===== src/mioc_cfg_map.vh =====
`ifndef MIOC_CFG_MAP_VH
`define MIOC_CFG_MAP_VH
// register indices
`define MIOC_IDX_DRV_TYPES   8'h06
`define MIOC_IDX_PWR_BOOT    8'h07
`define MIOC_IDX_DEC_LO      8'h08
`define MIOC_IDX_DEC_HI      8'h09
`define MIOC_IDX_ECP_THR     8'h0a
`define MIOC_IDX_RATE_TBL    8'h0b
`define MIOC_IDX_SER_MODE    8'h0c
// reset values
`define MIOC_RST_DRV_TYPES   8'hff
`define MIOC_RST_ZERO        8'h00
// writable bit masks, reserved bits clear
`define MIOC_MASK_ALL        8'hff
`define MIOC_MASK_PWR_BOOT   8'hf3
`define MIOC_MASK_DEC_LO     8'h0f
`define MIOC_MASK_DEC_HI     8'hc7
`define MIOC_MASK_ECP_THR    8'h0f
// decoder modes
`define MIOC_DEC_OFF         2'h0
`define MIOC_DEC_ONE         2'h1
`define MIOC_DEC_EIGHT       2'h2
`define MIOC_DEC_SIXTEEN     2'h3
// serial mode codes
`define MIOC_SER_STD         3'h0
`define MIOC_SER_SIR         3'h1
`define MIOC_SER_ASK         3'h2
`endif


===== src/mioc_addr_dec.v =====
`include "mioc_cfg_map.vh"
`default_nettype none
// general address decoder, combinational
module mioc_addr_dec (
	// programmed window
	input  wire [6:0]  i_match_bits,
	input  wire [1:0]  i_mode,
	// host address and qualifier
	input  wire [10:0] i_addr,
	input  wire        i_chip_select_qualifier_n,
	// select
	output reg         o_hit
);
	wire upper_ok; // bits 10:4 agree
	assign upper_ok = (i_addr[10:4] == i_match_bits) && !i_chip_select_qualifier_n;
	// low nibble match per mode
	always @* begin
		case (i_mode)
			`MIOC_DEC_OFF:     o_hit = 1'b0;
			`MIOC_DEC_ONE:     o_hit = upper_ok && (i_addr[3:0] == 4'h0);
			`MIOC_DEC_EIGHT:   o_hit = upper_ok && !i_addr[3];
			`MIOC_DEC_SIXTEEN: o_hit = upper_ok;
			default:           o_hit = 1'b0;
		endcase
	end
endmodule // mioc_addr_dec
`default_nettype wire


===== src/mioc_cfg_regs.v =====
// Functional notes
// - access only in config mode, matching index
// - index 06 drive types, resets ffh
// - boot drive bits 1:0, 0=A, 1=B
// - bits 7:4 enable per-function auto power-down
// - power-down enables clear on reset
// - index 08 gives decoder address 7:4
// - index 09 bits 2:0 give address 10:8
// - index 09 bits 7:6 select decoder mode
// - decoder output needs qualifier low
// - index 0a holds four-bit ECP threshold
// - index 0a upper nibble reads zero
// - index 0b two bits rate table per drive
// - index 0c bit0 inverts second receive
// - index 0c bit1 inverts second transmit
// - index 0c bit2 selects half duplex
// - index 0c bits 5:3 second UART mode
// - index 0c bits 6,7 high-speed enables
// - index 0c clears on reset
`include "mioc_cfg_map.vh"
`default_nettype none
module mioc_cfg_regs (
	// clock and reset
	input  wire        i_core_clk,
	input  wire        i_rst,
	// configuration access
	input  wire        i_cfg_mode,
	input  wire [7:0]  i_config_select_index,
	input  wire        i_wr_stb,
	input  wire        i_rd_stb,
	input  wire [7:0]  i_wr_data,
	output reg  [7:0]  o_rd_data,
	output wire        o_rd_hit,
	// decoder pins
	input  wire [10:0] i_addr,
	input  wire        i_chip_select_qualifier_n,
	output wire        o_general_address_decoder_output,
	// second uart serial path
	input  wire        i_uart2_rx_pin,
	output wire        o_uart2_rx,
	input  wire        i_uart2_tx,
	output wire        o_uart2_tx_pin,
	// settings to engines
	output wire [7:0]  o_floppy_drive_types,
	output wire [1:0]  o_boot_drive,
	output wire        o_apd_parallel,
	output wire        o_apd_uart2,
	output wire        o_apd_uart1,
	output wire        o_apd_floppy,
	output wire [3:0]  o_fifo_threshold_bit,
	output wire [7:0]  o_rate_table_select_bit,
	output wire        o_uart2_half_duplex,
	output wire        o_uart2_serial_infrared_mode,
	output wire        o_uart2_amplitude_keyed_infrared,
	output wire        o_uart2_mode_reserved,
	output wire        o_uart1_high_speed,
	output wire        o_uart2_high_speed
);
	localparam NREG = 7; // slots 06h..0ch
	// register store, indexed from slot 06h
	reg  [7:0] regs_q [0:NREG-1];
	wire [7:0] wmask  [0:NREG-1];
	wire       in_range;          // index inside this bank
	wire [2:0] slot;              // index minus base
	wire [7:0] idx_off;           // index minus base, full width

	assign idx_off  = i_config_select_index - `MIOC_IDX_DRV_TYPES;
	assign slot     = idx_off[2:0];
	// access only while config mode and index selects us
	assign in_range = i_cfg_mode && (i_config_select_index >= `MIOC_IDX_DRV_TYPES)
		&& (i_config_select_index <= `MIOC_IDX_SER_MODE);
	assign o_rd_hit = in_range && i_rd_stb;

	// per-slot masks; reserved bits never stored, so they read zero
	assign wmask[0]  = `MIOC_MASK_ALL;
	assign wmask[1]  = `MIOC_MASK_PWR_BOOT;
	assign wmask[2]  = `MIOC_MASK_DEC_LO;
	assign wmask[3]  = `MIOC_MASK_DEC_HI;
	assign wmask[4]  = `MIOC_MASK_ECP_THR;
	assign wmask[5]  = `MIOC_MASK_ALL;
	assign wmask[6]  = `MIOC_MASK_ALL;
	// one flop row per slot; constant reset values only
	genvar g;
	generate
		for (g = 0; g < NREG; g = g + 1) begin : g_reg
			always @(posedge i_core_clk or posedge i_rst) begin
				if (i_rst) begin
					// drive types ffh, all others zero
					regs_q[g] <= (g == 0) ? `MIOC_RST_DRV_TYPES : `MIOC_RST_ZERO;
				end else if (in_range && i_wr_stb && (slot == g)) begin
					regs_q[g] <= i_wr_data & wmask[g];
				end
			end
		end
	endgenerate

	// read data registered; zero when not addressed
	always @(posedge i_core_clk or posedge i_rst) begin
		if (i_rst) begin
			o_rd_data <= `MIOC_RST_ZERO;
		end else if (in_range && i_rd_stb) begin
			o_rd_data <= regs_q[slot];
		end else begin
			o_rd_data <= `MIOC_RST_ZERO;
		end
	end

	// field breakout
	assign o_floppy_drive_types    = regs_q[0];
	assign o_boot_drive            = regs_q[1][1:0];
	assign o_apd_parallel          = regs_q[1][4];
	assign o_apd_uart2             = regs_q[1][5];
	assign o_apd_uart1             = regs_q[1][6];
	assign o_apd_floppy            = regs_q[1][7];
	assign o_fifo_threshold_bit    = regs_q[4][3:0];
	assign o_rate_table_select_bit = regs_q[5];

	// second uart controls
	wire [2:0] ser_mode;
	assign ser_mode = regs_q[6][5:3];
	assign o_uart2_rx     = i_uart2_rx_pin ^ regs_q[6][0];
	assign o_uart2_tx_pin = i_uart2_tx ^ regs_q[6][1];
	assign o_uart2_half_duplex = regs_q[6][2];
	assign o_uart2_serial_infrared_mode     = (ser_mode == `MIOC_SER_SIR);
	assign o_uart2_amplitude_keyed_infrared = (ser_mode == `MIOC_SER_ASK);
	// reserved codes flagged so the uart can fall back to standard
	assign o_uart2_mode_reserved = (ser_mode != `MIOC_SER_STD)
		&& (ser_mode != `MIOC_SER_SIR) && (ser_mode != `MIOC_SER_ASK);
	assign o_uart1_high_speed = regs_q[6][6];
	assign o_uart2_high_speed = regs_q[6][7];

	// decoder: mid bits from 08h, top bits from 09h, low nibble matched per mode
	mioc_addr_dec u_dec (
		.i_match_bits              ({regs_q[3][2:0], regs_q[2][3:0]}),
		.i_mode                    (regs_q[3][7:6]),
		.i_addr                    (i_addr),
		.i_chip_select_qualifier_n (i_chip_select_qualifier_n),
		.o_hit                     (o_general_address_decoder_output)
	);
endmodule // mioc_cfg_regs
`default_nettype wire


===== config.mk =====
export PLATFORM = sky130hd
export DESIGN_NAME = mioc_cfg_regs
export DESIGN_NICKNAME = d
export VERILOG_FILES = /design/src/mioc_addr_dec.v /design/src/mioc_cfg_regs.v
export VERILOG_INCLUDE_DIRS = /design/src
export SDC_FILE = /design/constraint.sdc
export NUM_CORES = 1
export LEC_CHECK = 0
export CAP_MARGIN = 20
export CORE_ASPECT_RATIO = 0.6
export CORE_MARGIN = 2
export CORE_UTILIZATION = 35
export CTS_BUF_LIST = sky130_fd_sc_hd__clkbuf_8
export DETAILED_ROUTE_END_ITERATION = 10
export DONT_BUFFER_PORTS = 1
export GPL_TIMING_DRIVEN = 0
export SLEW_MARGIN = 20
export SYNTH_ARGS = -nofsm -noshare
export SYNTH_HDL_FRONTEND = slang
export SYNTH_SLANG_ARGS = --single-unit

===== constraint.sdc =====
create_clock -name i_core_clk -period 4.95 [get_ports i_core_clk]
set_input_delay 0.7425 -clock i_core_clk [delete_from_list [all_inputs] [get_ports i_core_clk]]
set_output_delay 0.7425 -clock i_core_clk [all_outputs]
set_load 0.1 [all_outputs]

==> metrics.md <==
| Metric | Value |
|---|---|
| R2R Setup Slk | approximately 3.2 ns |
| EDFF count, synth | 0 |
| Worst endpoint required time | approximately 4.2 ns |
| H-tree levels | 2 |
| Area occupied by multi-input gates | 1290 µm² |
| Drt wl/cell | between 15 and 20 µm |
| Seq cells post-synth | 51 |
| CTS clk-pin slew, worst paths | around 0.090 ns |
| Outcome | finished, final reports clean |
| RSZ-0062 raised after global routing | no |
| Peak supply drop | around 0.11 mV |
| Worst r2r src | o_apd_uart1$_DFFE_PP0P_ |
| Netlist Area Pre-Place | 2780 µm² |
| Placed cell area | approximately 3000 µm² |
| Final Core Density | 0.397 |
| Core area | just under 8000 µm² |
| Syn_area_per_cell | 12.7 µm² |
| Cell chain of the critical path | buf_2, buf_1, inv_1, ha_1, nand2b_1, a31oi_1, and3_1, clkbuf_2 |
| Pre-CTS setup slack | between 1 and 1.5 ns |
| Design area | 3090 µm² |
| Final Hold Fails | 0 |
| Worst Setup SP | i_config_select_index[1] |
| Syn Inst Count | 219 |
| Ys async rst share | 1.00 |
| Leakage | between 1 and 1.5 nW |
| Die height | between 70 and 80 µm |
| Pwr Density | 268 nW/µm² |
| Total track usage | 0.161 |
| Overflow after GRT | 0 |
| Count of hold buffers inserted by post-cts repair | 0 |
| DR vias | 1684 |
| Power Total | 0.828 mW |
| Num CTS Buffers | 5 |
| Worst skew pair latency | 0.32 ns |
| F_max | 302 MHz |
| Max FO, Critical Path | 10 |
| Crit path DAT | ~2.6 ns |
| DP HPWL | 4.89 mm |
| Initial antenna violation count | 0 |
| Port Buffers | 0 |
| Slowest stage delay, CP | between 0.4 and 0.5 ns |
| Largest net degree at the start of global routing | 33 |
| Share of cells above drive strength 1 | 0.474 |
| Rel. slew slack | 0.217 |
| Syn_nets | 258 |
| Fill cell count | ~750 |
| CTS Buffer Depth | 2 |
| Layout Area Growth over Synthesis | 11.1% |
| Fin Setup TNS | 0 ns |
| Clock Sinks | 51 |
| Critical path endpoint category | output pin |
| Drt first pass iters | 4 |
| Synth top area share | 0.387 |
| CP Class | input pin to output pin |
| CTS root buf | clkbuf_8 |
| Clock skew | 0.00748 ns |
| Worst Reg-to-Reg Cells | 4 |
| Register area share after synthesis | 0.462 |
| Tmin final | 3.31 ns |
| Top-count cell post-synth | dfrtp_1 |
| Post-CTS Resized | 0 |
| # Max-Cap Violations | 0 |
| Vias per cell | 4.98 |
| CP startpoint kind | input pin |
| Hold Crit Class | input pin to async pin |
| I/O pins | 79 |
| PnR worst setup slack | 1.64 ns |
| Die width | 119 µm |
| Fin cells | 338 |
| Vias in the first global route | 1755 |
| Min Hold Slack | between 0.3 and 0.4 ns |
| Die area | 8700 µm² |
| Wirelength, routed | 6.55 mm |
| Sequential cell area | 1290 µm² |
| Ranking of synthesized cells by area | dfrtp_1 (39%), mux2_2 (17%), dfstp_2 (7.6%), buf_4 (5.9%), mux2_4 (4.3%) |
| Nets | 268 |
| Least-Margin Pin Slew | roughly 1.2 ns |
| Yosys Warn Count | 0 |
| Commonest cells post-synth | dfrtp_1 (43), mux2_2 (41), buf_4 (22), dfstp_2 (8), mux2_4 (8) |
| Placer Congestion | 0.752 |
| Slowest-stage cell, CP | buf_1 |
| Initial core utilization | 0.357 |
| Post-CTS setup buffers | 0 |
| Number of diodes | 0 |
| Antenna violation net count after detailed routing | 0 |
| First-pass GRT wire length | about 10 mm |
| Final setup vio count | 0 |
| Synth area leader | dfrtp_1 |
| Synth Flop Type | dfrtp_1 |
| Final Max Slew Viols | 0 |
| Initial detailed-routing violation count | 45 |
| Drt drc | 0 |
| FF-to-FF End | o_rd_data[6]$_DFF_PP0_ |
| Rows | 25 |
| Final period utilization | 0.669 |
| Unique masters post-synth | 42 |
| Dpl cells | 330 |
| CTS tree | built |
==> power by group <==
part | internal [mW] | total, mW | switching [mW]
Combinational | 0.0385 | 0.136 | 0.0979
Clock | 0.0970 | 0.239 | 0.142
Sequential | 0.428 | 0.453 | 0.0244
Total | 0.564 | 0.828 | 0.264
==> how the worst max path moves through the flow <==
stage / slack [ns] / to
6_report: 1.64 / o_rd_hit
5_1_grt: 1.47 / o_rd_hit
4_1_cts: 1.65 / o_rd_hit
3_5_place_dp: 1.42 / o_rate_table_select_bit[1]$_DFFE_PP0P_
3_3_place_gp: 1.16 / o_rd_hit
2_1_floorplan: 1.50 / o_general_address_decoder_output
==> layout make-up <==
cell class / count / share of cell area
sequential: 51 / 0.416
tap: 108 / 0.0437
clock buffer: 5 / 0.0223
buffer: 31 / 0.0705
timing repair buffer: 3 / 0.0162
inverter: 6 / 0.00729
clock inverter: 3 / 0.00527
multi-input combinational: 131 / 0.418
==> layer usage <==
metal | share of wire | GRT usage | wire length (µm) | vias up
li1 | - | - | - | 788
met1 | 0.49 | 0.233 | 3200 | 838
met2 | 0.41 | 0.216 | 2710 | 50
met3 | 0.086 | 0.0656 | 561 | 8
met4 | 0.012 | 0.0516 | 78 | 0
met5 | 0 | 0 | 0 | -
==> flip-flops by register name, indices dropped and copies added (netlist names), 2 cells and up <==
name,cells
o_rd_data,8
o_floppy_drive_types,8
o_rate_table_select_bit,8
o_boot_drive,2
regs_q,14
o_fifo_threshold_bit,4
==> critical path: cells and delay by family <==
| kind | cells | cell delay, ns |
|---|---|---|
| AO/OA/AOI/OAI | 1 | 0.11 |
| buffers and inverters | 4 | 1.23 |
| adder cells (fa/ha/maj) | 1 | 0.22 |
| AND/OR/NAND/NOR | 2 | 0.27 |
==> cells in the final DEF (no fill, tap or decap), types with 3 or more instances in the layout <==
master | Yosys | layout
ha_1 | 4 | 4
clkbuf_8 | 0 | 5
a22oi_1 | 6 | 6
a21oi_1 | 4 | 3
nor2b_1 | 3 | 3
and3_1 | 3 | 3
nand2_1 | 5 | 5
o21ai_0 | 4 | 4
dfstp_2 | 8 | 8
inv_1 | 6 | 6
nor3_1 | 3 | 3
mux2_4 | 8 | 8
and2_1 | 7 | 7
dfrtp_1 | 43 | 43
buf_4 | 22 | 22
mux2i_1 | 4 | 4
nand2b_1 | 3 | 3
xor2_1 | 7 | 5
mux2_2 | 41 | 41
==> cells by family after synthesis <==
kind of cell,after synthesis,share of synthesized area
AND/OR/NAND/NOR,39,0.106
XOR/XNOR,9,0.0283
AO/OA/AOI/OAI,24,0.0598
buffers and inverters,37,0.0859
adder cells (fa/ha/maj),4,0.0180
flip-flops,51,0.462
multiplexers,55,0.240
Power figures use the tool's default switching activity.
